### config.mk
export PLATFORM = sky130hd
export DESIGN_NAME = sdl_slave
export DESIGN_NICKNAME = d
export VERILOG_FILES = /design/src/hdl/sdl_slave.v /design/src/hdl/sdl_clkdiv.v
export VERILOG_INCLUDE_DIRS = /design/src /design/src/hdl
export SDC_FILE = /design/constraint.sdc
export NUM_CORES = 1
export LEC_CHECK = 0
export ABC_AREA = 1
export BUFFER_PORTS_ARGS = -buffer_cell sky130_fd_sc_hd__buf_4
export CAP_MARGIN = 20
export CORE_ASPECT_RATIO = 1.75
export CORE_UTILIZATION = 54
export DETAILED_ROUTE_END_ITERATION = 10
export GPL_ROUTABILITY_DRIVEN = 0
export PLACE_DENSITY = 0.78
export SETUP_SLACK_MARGIN = 0.4
export SLEW_MARGIN = 20
export SYNTH_ARGS = -nofsm -noshare
export SYNTH_HDL_FRONTEND = slang
export SYNTH_SLANG_ARGS = --single-unit
### constraint.sdc
create_clock -name CLK_SYS -period 2.4 [get_ports CLK_SYS]
set_input_delay 0.24 -clock CLK_SYS [delete_from_list [all_inputs] [get_ports CLK_SYS]]
set_output_delay 0.24 -clock CLK_SYS [all_outputs]
set_load 0.01 [all_outputs]
### src/hdl/sdl_regs.vh
// Constants for the serial display link pixel-mode block.
// Assumes inclusion by bare name from design files.
`ifndef SDL_REGS_VH
`define SDL_REGS_VH
// Clock rate in kHz and lock / calibration timing
`define SDL_CLK_KHZ        32'h0000_2710
`define SDL_LOCK_CYCLES    13'h1000
`define SDL_CAL_CYCLES     6'h28
// Serial word: 5 serial cycles per word
`define SDL_WORD_CYCLES    4'h5
// Strobe low phase inside a word
`define SDL_STB_LOW_CYCLES 4'h3
// Ratio field codes
`define SDL_RATIO_2X       3'h0
`define SDL_RATIO_4X       3'h1
`define SDL_RATIO_6X       3'h2
`define SDL_RATIO_7X       3'h3
`define SDL_RATIO_8X       3'h4
`define SDL_RATIO_9X       3'h5
`define SDL_RATIO_10X      3'h6
// Word layout: 16 data bits, two selects
`define SDL_WORD_W         18
// Serial-cycle phase code meaning no word in progress
`define SDL_PH_IDLE        4'hF
// Last serial cycle of a word slot at eight-times ratio
`define SDL_PH_LAST_8X     4'h7
// Output reset levels: data cleared, selects and strobe inactive
`define SDL_DATA_RST       16'h0000
`define SDL_SEL_RST        1'b1
`define SDL_STB_RST        1'b1
`endif

### src/hdl/sdl_slave.v
// Slave end of a serial display link in pixel mode: rebuilds the parallel
// bus, strobe and selects from serial words, and a divided reference clock.
// Assumes all inputs synchronous to CLK_SYS; one serial cycle per
// SER_TICK pulse. Serial words arrive as WORD_VALID with the word bits.
//
// Notes on behaviour
// - The master captures a word on the rising edge of its write strobe.
// - Each word crosses the link in exactly five serial clock cycles.
// - At six-times ratio the data lines idle one serial cycle per word.
// - The rebuilt strobe is low three serial cycles then high the rest.
// - At eight-times ratio the strobe still runs, low 37.5% of period.
// - Sync and data come out with the strobe one serial cycle behind.
// - The reference clock drives only while its disable pin is high.
// - The reference clock runs only while the link is enabled.
// - The reference clock is the serial clock divided by the ratio.
// - The pixel path carries 16 colour bits plus clock and two syncs.
// - The link is held off 4096 cycles, then 40 calibration cycles.
`timescale 1ns/100ps
`default_nettype none
`include "sdl_regs.vh"
module sdl_slave #(
  parameter LOCK_CYCLES = `SDL_LOCK_CYCLES
) (
  input  wire        CLK_SYS,
  input  wire        RESET,
  input  wire        LINK_ENABLE,
  input  wire        SER_TICK,
  input  wire        WORD_VALID,
  input  wire [15:0] WORD_DATA,
  input  wire        WORD_SEL1_N,
  input  wire        WORD_SEL2_N,
  input  wire [2:0]  CLOCK_RATIO_FIELD,
  input  wire        REF_CLOCK_OUT_DISABLE_N,
  output reg  [15:0] DATA_OUT,
  output reg         FIRST_DISPLAY_SELECT_N,
  output reg         SECOND_DISPLAY_SELECT_N,
  output reg         WRITE_STROBE_N,
  output wire        REF_CLOCK_OUT,
  output wire        REF_CLOCK_OE,
  output reg         LINK_READY
);
  // ------------------------------------------------------------------
  // Start-up: lock counter then calibration
  // ------------------------------------------------------------------
  localparam ST_LOCK = 2'b00;
  localparam ST_CAL  = 2'b01;
  localparam ST_RUN  = 2'b10;

  reg  [1:0]  state_reg;
  reg  [1:0]  state_next;
  reg  [12:0] cnt_reg;
  reg  [12:0] cnt_next;
  reg         ready_next;
  wire [12:0] lock_last;
  wire [12:0] cal_last;

  // Terminal counts of the two start-up phases
  assign lock_last = LOCK_CYCLES[12:0] - 13'h0001;
  assign cal_last  = {7'h00, `SDL_CAL_CYCLES} - 13'h0001;

  // Next start-up state; losing the link enable restarts the lock
  // count, since the serial clock has to settle again after a stop
  always @*
  begin
    state_next = state_reg;
    cnt_next   = cnt_reg;
    ready_next = 1'b0;
    if (!LINK_ENABLE)
    begin
      state_next = ST_LOCK;
      cnt_next   = 13'h0000;
    end
    else
    begin
      case (state_reg)
        ST_LOCK:
        begin
          if (cnt_reg == lock_last)
          begin
            state_next = ST_CAL;
            cnt_next   = 13'h0000;
          end
          else
            cnt_next = cnt_reg + 13'h0001;
        end
        ST_CAL:
        begin
          if (cnt_reg == cal_last)
          begin
            state_next = ST_RUN;
            ready_next = 1'b1;
          end
          else
            cnt_next = cnt_reg + 13'h0001;
        end
        ST_RUN:
          ready_next = 1'b1;
        default:
        begin
          state_next = ST_LOCK;
          cnt_next   = 13'h0000;
        end
      endcase
    end
  end

  // Start-up registers; ready is a flop so no glitch reaches the pin
  always @(posedge CLK_SYS)
  begin
    if (RESET)
    begin
      state_reg  <= ST_LOCK;
      cnt_reg    <= 13'h0000;
      LINK_READY <= 1'b0;
    end
    else
    begin
      state_reg  <= state_next;
      cnt_reg    <= cnt_next;
      LINK_READY <= ready_next;
    end
  end

  // ------------------------------------------------------------------
  // Word output and rebuilt strobe, counted in serial cycles
  // ------------------------------------------------------------------
  reg  [3:0]  ph_reg;      // Serial cycles since word output
  reg  [3:0]  ph_next;
  reg  [3:0]  ph_last;
  reg  [15:0] data_next;
  reg         sel1_next;
  reg         sel2_next;
  reg         stb_next;
  wire        word_take;

  // Last serial cycle of a word slot; only the idle point moves
  // with the ratio, so the low phase stays three serial cycles
  always @*
  begin
    if (CLOCK_RATIO_FIELD == `SDL_RATIO_8X)
      ph_last = `SDL_PH_LAST_8X;
    else
      ph_last = `SDL_WORD_CYCLES;
  end

  // Words are refused silently until start-up has finished
  assign word_take = WORD_VALID & LINK_READY;

  // Data and selects change together; the strobe falls one serial
  // cycle later so the display samples settled data
  always @*
  begin
    data_next = DATA_OUT;
    sel1_next = FIRST_DISPLAY_SELECT_N;
    sel2_next = SECOND_DISPLAY_SELECT_N;
    stb_next  = WRITE_STROBE_N;
    ph_next   = ph_reg;
    if (word_take)
    begin
      data_next = WORD_DATA;
      sel1_next = WORD_SEL1_N;
      sel2_next = WORD_SEL2_N;
    end
    // A dropped link ends any strobe at once rather than leaving
    // the display with half a cycle
    if (!LINK_ENABLE)
    begin
      stb_next = 1'b1;
      ph_next  = `SDL_PH_IDLE;
    end
    else if (word_take)
      ph_next = 4'h0;
    else if (SER_TICK && ph_reg != `SDL_PH_IDLE)
    begin
      if (ph_reg == 4'h0)
        stb_next = 1'b0;
      else if (ph_reg == `SDL_STB_LOW_CYCLES)
        stb_next = 1'b1;
      if (ph_reg == ph_last)
        ph_next = `SDL_PH_IDLE;
      else
        ph_next = ph_reg + 4'h1;
    end
  end

  // Output registers; all data outputs come straight from flops
  always @(posedge CLK_SYS)
  begin
    if (RESET)
    begin
      DATA_OUT                <= `SDL_DATA_RST;
      FIRST_DISPLAY_SELECT_N  <= `SDL_SEL_RST;
      SECOND_DISPLAY_SELECT_N <= `SDL_SEL_RST;
      WRITE_STROBE_N          <= `SDL_STB_RST;
      ph_reg                  <= `SDL_PH_IDLE;
    end
    else
    begin
      DATA_OUT                <= data_next;
      FIRST_DISPLAY_SELECT_N  <= sel1_next;
      SECOND_DISPLAY_SELECT_N <= sel2_next;
      WRITE_STROBE_N          <= stb_next;
      ph_reg                  <= ph_next;
    end
  end

  // ------------------------------------------------------------------
  // Reference clock output
  // ------------------------------------------------------------------
  wire ref_raw;

  // Divider restarts whenever the link drops; from four-times ratio up
  // the first high phase after start-up is one serial cycle short
  sdl_clkdiv u_div (
    .clk     (CLK_SYS),
    .rst     (RESET),
    .run     (LINK_ENABLE),
    .tick    (SER_TICK),
    .ratio   (CLOCK_RATIO_FIELD),
    .ref_out (ref_raw)
  );

  // Enable is combinational; a low disable pin keeps the pin off
  assign REF_CLOCK_OE  = REF_CLOCK_OUT_DISABLE_N & LINK_ENABLE;
  assign REF_CLOCK_OUT = ref_raw & REF_CLOCK_OE;
endmodule
`default_nettype wire

### src/hdl/sdl_clkdiv.v
// Reference clock divider: divides the serial cycle enable by a ratio.
// Assumes a single system clock; serial cycles arrive as enable pulses.
`timescale 1ns/100ps
`default_nettype none
`include "sdl_regs.vh"
module sdl_clkdiv (
  input  wire       clk,
  input  wire       rst,
  input  wire       run,
  input  wire       tick,
  input  wire [2:0] ratio,
  output reg        ref_out
);
  reg  [3:0] cnt_reg;
  reg  [3:0] div;
  // Divisor from ratio field; reserved code falls back to 2
  always @*
  begin
    case (ratio)
      `SDL_RATIO_2X:  div = 4'h2;
      `SDL_RATIO_4X:  div = 4'h4;
      `SDL_RATIO_6X:  div = 4'h6;
      `SDL_RATIO_7X:  div = 4'h7;
      `SDL_RATIO_8X:  div = 4'h8;
      `SDL_RATIO_9X:  div = 4'h9;
      `SDL_RATIO_10X: div = 4'hA;
      default:        div = 4'h2;
    endcase
  end
  // Counter; high for first half of the divided period, rounded down
  always @(posedge clk)
  begin
    if (rst || !run)
    begin
      cnt_reg <= 4'h0;
      ref_out <= 1'b0;
    end
    else if (tick)
    begin
      cnt_reg <= (cnt_reg + 4'h1 >= div) ? 4'h0 : cnt_reg + 4'h1;
      ref_out <= ((cnt_reg + 4'h1 >= div) ? 4'h0 : cnt_reg + 4'h1)
                 < {1'b0, div[3:1]};
    end
  end
endmodule
`default_nettype wire

**After elaboration in Yosys (flattened, before gate mapping)**

Index checks and enable logic that the tools add are counted.

- Add/sub/neg operators: 3
- $lt $le $gt $ge: 2
- Eq/ne operators: 16
- Muxes and demuxes: 16
- Bitwise gates (word level): 6
- Reductions and logical operators: 11

Operators by type and width:

| cell | count |
|---|---|
| $pmux W13 S3 | 1 |
| $mux W13 | 2 |
| $pmux W4 S6 | 1 |
| $mux W4 | 4 |
| $add A13 B1 Y13 const B | 1 |
| $eq A13 B12 Y1 const B | 1 |
| $eq A13 B6 Y1 const B | 1 |
| $eq A3 B3 Y1 const B | 3 |
| $add A4 B1 Y4 const B | 2 |
| $eq A3 B2 Y1 const B | 2 |
| $mux W2 | 3 |
| $ne A2 B2 Y1 const B | 3 |
| $pmux W2 S3 | 1 |
| $reduce_and A3 Y1 | 2 |
| $eq A4 B2 Y1 const B | 1 |
| $eq A4 B4 Y1 | 1 |
| $ge A4 B4 Y1 | 1 |
| $logic_not A4 Y1 | 1 |
| $lt A4 B3 Y1 | 1 |
| $ne A4 B4 Y1 const B | 1 |
| $reduce_bool A2 Y1 | 2 |
| $and A1 B1 Y1 | 3 |
| $eq A3 B1 Y1 const B | 1 |
| $mux W1 | 3 |
| 10 further kinds | 12 |

- Register bits after elaboration: 44
- Bits of input ports: 27
- Output and inout port bits: 22
- Logic and storage cells: 64

**Depth between registers and ports, before layout**

Gate-level depths: netlist of run 1.

- Depth after elaboration: 6
- Mapped depth: 17
- Gate-level depth less buffers: 17

**Hierarchy**

A second synthesis of run 1 with hierarchy kept.

- Cells, all modules: 353
- Area total of the unflattened synthesis: 2,412.3 um^2

By module, submodules not included:

| module | times used | cells each | area each (um^2) |
|---|---|---|---|
| sdl_slave | 1 | 286 | 1,955.6 |
| sdl_clkdiv | 1 | 67 | 456.7 |

**Least setup slack after synthesis of run 1**

Ideal clock, no wire load.

- Path kind: register to register
- Start: register u_div.cnt_reg[0]
- End: register u_div.ref_out
- Library setup time: 0.071 ns
- Arrival: 1.932 ns
- Data required time: 2.329 ns
- Path slack: 0.397 ns
- Stages on the path, launching flop included: 16
- Period minus slack after synthesis: 2.003 ns
- Cell sequence: dfxtp_1 ha_1 xor2_1 ha_1 nand2_1 inv_1 nand2_1 and3_1 nand2_1 inv_1 ha_1 nand2_1 nand2_1 nand2_1 nand2_1 a21oi_1

- Cells in the longest elaborated chain, start to end: 4

RTL lines:

| what | RTL line | RTL |
|---|---|---|
| start: declaration | sdl_clkdiv.v:14 | `reg [3:0] cnt_reg;` |
| start signal: assignment | sdl_clkdiv.v:40 | `cnt_reg <= (cnt_reg + 4'h1 >= div) ? 4'h0 : cnt_reg + 4'h1;` |
| $add A4 B1 Y4 * | sdl_clkdiv.v:41 | `ref_out <= ((cnt_reg + 4'h1 >= div) ? 4'h0 : cnt_reg + 4'h1)` |
| $ge A4 B4 Y1 | sdl_clkdiv.v:41 |  |
| $mux W4 * | sdl_clkdiv.v:41 |  |
| $lt A4 B3 Y1 * | sdl_clkdiv.v:42 | `< {1'b0, div[3:1]};` |
| end signal: assignment | sdl_clkdiv.v:41 |  |
| end: declaration | sdl_clkdiv.v:12 | `output reg ref_out` |

Mark *: on every way between the ends. The rest lies on a longest branch, timed or not.
A chain may end at the register's enable or synchronous reset.

**Worst setup path in the final report of run 1**

Ends and elaborated chain as after synthesis.

==> results of run 1 <==
## cell type report
type	count	area (um2)
Tap cell	49	61.31
Sequential cell	44	892.1
Timing Repair Buffer	57	427.9
Multi-Input combinational cell	254	1396
Clock buffer	6	82.58
Fill cell	344	1095
Clock inverter	2	38.79
Inverter	41	156.4
## path summary, 6_finish.rpt
check | endpoint | slack (ns) | depth (start not counted)
max reg2reg | u_div.ref_out | 0.31 | 15
min | SECOND_DISPLAY_SELECT_N | 0.13 | 3
max | u_div.ref_out | 0.31 | 15
min reg2reg | SECOND_DISPLAY_SELECT_N | 0.48 | 2
## placed cells by master (no fill, tap or decap), drive strengths merged
master,n
inv,39
clkbuf,6
a21oi,19
buf,57
o21ai,33
xor2,4
o21bai,2
nand2,82
nor3,5
ha,13
or2,1
clkinv,3
and3,2
o22ai,1
bufinv,1
dfxtp,44
xnor2,1
nand3,21
nand4,11
nor2,59
## kinds of logic after synthesis
family	count (synthesis)	share of synthesized area
and+or+nand+nor	181	0.3324
AOI/OAI and AO/OA	55	0.1239
buffers and inverters	49	0.08364
DFF	44	0.3727
adders and majority gates	13	0.06882
xor gates and xnor gates	5	0.01853
## power by group
part	switching (W)	internal, W
Clock	0.000268	0.000341
Sequential	0.00000731	0.000733
Combinational	0.0000819	0.0000803
## routing by layer
| layer | routed length [um] | vias up |
|---|---|---|
| li1 | - | 1233 |
| met2 | 3445 | 82 |
| met1 | 2313 | 1119 |
| met3 | 247 | 17 |
| met5 | 0 | - |
| met4 | 209 | 0 |
## per-stage QoR
stage / area [um2] / hold slack, ns / power, W / setup WS, ns / cells
2_1_floorplan: 2366 / 0.3532 / 0.0008215 / 0.4152 / 347
3_3_place_gp: 2774 / 0.4416 / 0.0008731 / 0.3375 / 440
3_5_place_dp: 2774 / 0.4452 / 0.0008769 / 0.2375 / 440
4_1_cts: 2995 / 0.1340 / 0.001489 / 0.3511 / 451
5_1_grt: 3055 / 0.1295 / 0.001564 / 0.2373 / 453
6_report: 3055 / 0.1335 / 0.001511 / 0.3100 / 453
## critical path, stage by stage (launching register included)
cell     delay (ns)
dfxtp_4        0.38
ha_4           0.18
xor2_4         0.15
ha_1           0.27
nand2_1        0.05
inv_2          0.06
nand2_2        0.05
and3_4         0.20
nand2_4        0.08
inv_4          0.03
ha_4           0.25
nand2_2        0.05
nand2_1        0.06
nand2_1        0.06
nand2_1        0.07
a21oi_2        0.05
## timing repair
action | CTS | global route
setup endpoints to repair | 1 | 2
gates resized for setup | 18 | 9
pin swaps | 14 | 9
buffers inserted | 3 | 2
hold buffers | 0 | 0
==> impl_metrics.tcl, run 1 <==
set metrics [dict create \
    relSlewSlack 0.6193 \
    hold_violations 0 \
    finClkSkew_ns 0.005963 \
    ys_ff_latch 44 \
    drtAntennaViolNets 0 \
    synthTopCellsByCount "nand2_1 (79), nor2_1 (57), dfxtp_1 (44)" \
    die_w_um 52.01 \
    seq_area_frac_synth 0.3727 \
    clkTransAtPathRegs_ns 0.09 \
    area_growth_pct 29.27 \
    max_slew.worst_pin.slew_ns 0.5651 \
    synthDistinctLibCells 28 \
    grt_use_met3 0.04422 \
    required_ns 2.60 \
    htreeDepth 2 \
    maxCapViolCount 0 \
    vias 2451 \
    clock_sinks 44 \
    irDropWorstVdd_mv 0.5698 \
    cts_buffers 5 \
    synth_edf_count 0 \
    synthArstFlopShare 0 \
    synth.avg_cell_area_um2 6.811 \
    synth_area_leaders "dfxtp_1 (37%), nand2_1 (13%), nor2_1 (9.1%), ha_1 (6.9%), inv_1 (6.0%)" \
    dr.first_iter.drc_count 80 \
    synth_cells 347 \
    die_y_um 89.52 \
    core_um2 4150 \
    routed_via_density 5.411 \
    grt_busiest_layer "met2" \
    drc 0 \
    die_area_um2 4656 \
    use_met2 0.5280 \
    yosys.area.top_type "dfxtp_1" \
    final_layout_size_suffix_gt1_frac 0.2401 \
    track_usage 0.2773 \
    start_kind "flop" \
    cts_root_buffer "clkbuf_8" \
    grt_pass1_vias 2275 \
    syn_area_um2 2364 \
    synth_top_area_share 0.3727 \
    dpl.hpwl_um 4404 \
    num-nets-final 443 \
    ios 49 \
    antenna_found_initial 0 \
    drv_slew 0 \
    p_leak_nw 1.415 \
    insertion_delay_ns 0.30 \
    period_needed_ns 2.090 \
    worstPathArrival_ns 2.29 \
    powerDensity_nw_per_um2 494.5 \
    drt_wl_total_um 6215 \
    min_from "WORD_SEL2_N" \
    cts_tree "done" \
    status "finished, final reports clean" \
    grt-ovfl-total 0 \
    start_util 0.5695 \
    antenna_cells 0 \
    rsz0062_at_grt "yes" \
    drtPass1Iterations 5 \
    grt_first_pass_wirelength_um 9597 \
    utilization 0.7362 \
    grt_max_degree 21 \
    fin_tns_setup_ns 0 \
    path_class "reg2reg" \
    synth_most_common_cell "nand2_1" \
    hold_class "in2reg" \
    yosysWarnings 0 \
    io_buffer_count 48 \
    synth_nets 387 \
    reg2reg_from "u_div.cnt_reg[0]" \
    wl_per_cell_um 13.72 \
    critPathCaptureType "flop" \
    final.period_utilization 0.8708 \
    use_met1 0.2827 \
    largest_reg_flops 16 \
    max_freq_mhz 478.5 \
    clk_path_buf_depth 2 \
    path_max_fanout 3 \
    cp-startpoint "u_div.cnt_reg[0]" \
    core.rowCount 31 \
    setup_viol 0 \
    synthFlopType "dfxtp_1" \
]
(Power assumes the default switching activity.)
==> run 2, diff against run 1 <==
Settings changed: BUFFER_PORTS_ARGS -buffer_cell sky130_fd_sc_hd__buf_4 to -buffer_cell sky130_fd_sc_hd__buf_2, CTS_CLUSTER_SIZE set to 16.
Clock period 2.4 ns to 2 ns, I/O delays scaled along.
==> run 2 against run 1 <==
  * The flow now finishes with violations (negative setup slack)
  * Global-route usage hardly changed
  * Critical endpoint unchanged
  * Largest power group unchanged
  * Non-clock buffer count is 12 higher
  * Clock power is 2% lower
==> impl_metrics.tcl, run 2 (same netlist as run 1, synthesis figures left out) <==
set metrics [dict create \
    status "finished, violations left" \
    failed_checks "negative setup slack" \
    fin_tns_setup_ns -0.1466 \
    post-place-ws_ns -0.09212 \
    maxCapViolCount 0 \
    max_freq_mhz 465.9 \
    whs_ns 0.09622 \
    layout_commonest_cell "nand2_1" \
    drtAntennaViolNets 0 \
    worstPathArrival_ns 2.35 \
    clkTransAtPathRegs_ns 0.09 \
    drv_slew 0 \
    dpl.hpwl_um 4296 \
    final_layout_size_suffix_gt1_frac 0.3149 \
    path_cells "ha_4 -> xor2_4 -> ha_4 -> nand2_2 -> inv_2 -> nand2_2 -> and3_4 -> nand2_4 -> inv_4 -> ha_4 -> nand2_2 -> nand2_1 -> nand2_1 -> nand2_1 -> a21oi_2" \
    setup_viol 2 \
    die_w_um 52.01 \
    irDropWorstVdd_mv 0.5033 \
    track_usage 0.2776 \
    clock_sinks 44 \
    drtPass1Iterations 4 \
    p_leak_nw 1.451 \
    num-nets-final 455 \
    vias 2525 \
    routed_via_density 5.430 \
    ios 49 \
    relSlewSlack 0.4989 \
    cts_buffers 5 \
    final.period_utilization 1.073 \
    antenna_cells 0 \
    period_needed_ns 2.146 \
    hold_violations 0 \
    cts_root_buffer "clkbuf_8" \
    fin_ws_ns -0.1463 \
    slowest_stage "dfxtp_4" \
    placed_cells 441 \
    met1Wirelength_um 2471 \
    rsz0062_at_grt "yes" \
    insertion_delay_ns 0.30 \
    path_class "reg2reg" \
    wl_per_cell_um 14.16 \
    finClkSkew_ns 0.005297 \
    hold_buffers 0 \
    grt_max_degree 20 \
    met3_length_um 316 \
    clk_path_buf_depth 2 \
    wl_met2_um 3568 \
    hold_path_depth 3 \
    required_ns 2.20 \
    grt_pass1_vias 2286 \
    utilization 0.7600 \
    powerDensity_nw_per_um2 540.7 \
    max_slew.worst_pin.slew_ns 0.7439 \
    critPathCaptureType "flop" \
    antenna_found_initial 0 \
    stdcell_count 465 \
    drt_wl_total_um 6585 \
    die_y_um 89.52 \
    nFillCells 307 \
    cts_tree "done" \
    dr.first_iter.drc_count 60 \
    core.rowCount 31 \
    mostFrequentLayoutCells "nand2_1 (70), nor2_1 (55), buf_2 (48), dfxtp_1 (37), inv_1 (35)" \
    reg2reg_depth 15 \
    routed.top_layer "met4" \
    htreeDepth 2 \
    critPathMaxStageDelay_ns 0.38 \
    path_max_fanout 3 \
    hold_class "in2reg" \
    die_area_um2 4656 \
    core_um2 4150 \
    start_kind "flop" \
    drc 0 \
    io_buffer_count 48 \
    area_growth_pct 33.46 \
    start_util 0.5695 \
    grt-ovfl-total 0 \
    grt_first_pass_wirelength_um 9522 \
    largest_reg_flops 16 \
]
==> run 2: per-stage QoR <==
step | power (W) | area, um2
floorplan | 0.0009945 | 2395
global placement | 0.001039 | 2690
detailed placement | 0.001044 | 2690
CTS | 0.001659 | 2944
global route | 0.001769 | 3154
finish | 0.001706 | 3154
==> run 2: routing by layer <==
| metal | vias up | GRT usage |
|---|---|---|
| met1 | 1157 | 0.2576 |
| met2 | 94 | 0.5350 |
| met5 | - | 0 |
| li1 | 1251 | - |
| met3 | 23 | 0.05612 |
| met4 | 0 | 0.1597 |
==> run 2: power by group <==
group | internal [W] | switching, W | total (W)
sequential | 0.000878 | 0.00000837 | 0.000886
clock | 0.000281 | 0.000312 | 0.000593
combinational | 0.000107 | 0.000119 | 0.000226
==> run 2: critical path, delay by kind of cell, from the launching register on <==
family                   cells  cell delay (ns)
adder cells (fa/ha/maj)      3             0.70
AND/OR/NAND/NOR              8             0.65
flip-flops                   1             0.38
XOR/XNOR                     1             0.16
buffers and inverters        2             0.11
AO/OA/AOI/OAI                1             0.05
==> run 2: final timing paths <==
kind	start	to	slack (ns)
setup / recovery	u_div.cnt_reg[1]	u_div.ref_out	-0.15
hold / removal	WORD_SEL2_N	SECOND_DISPLAY_SELECT_N	0.1
setup reg to reg	u_div.cnt_reg[1]	u_div.ref_out	-0.15
hold reg to reg	SECOND_DISPLAY_SELECT_N	SECOND_DISPLAY_SELECT_N	0.48
==> run 2: area by class of cell <==
type                    instances  area, um2  share of cell area
clock buffers                   7      86.33             0.02737
clock inverters                 1      7.507            0.002380
inverters                      41      163.9             0.05196
multi-input cells             254       1513              0.4796
flip-flops and latches         44      902.1              0.2860
well taps                      49      61.31             0.01944
repair buffers                 69      420.4              0.1333
==> run 2: what timing repair did <==
item | CTS | global route
gates resized for setup | 19 | 45
setup buffers | 11 | 5
pin swaps | 15 | 18
endpoints found under the setup margin | 21 | 17
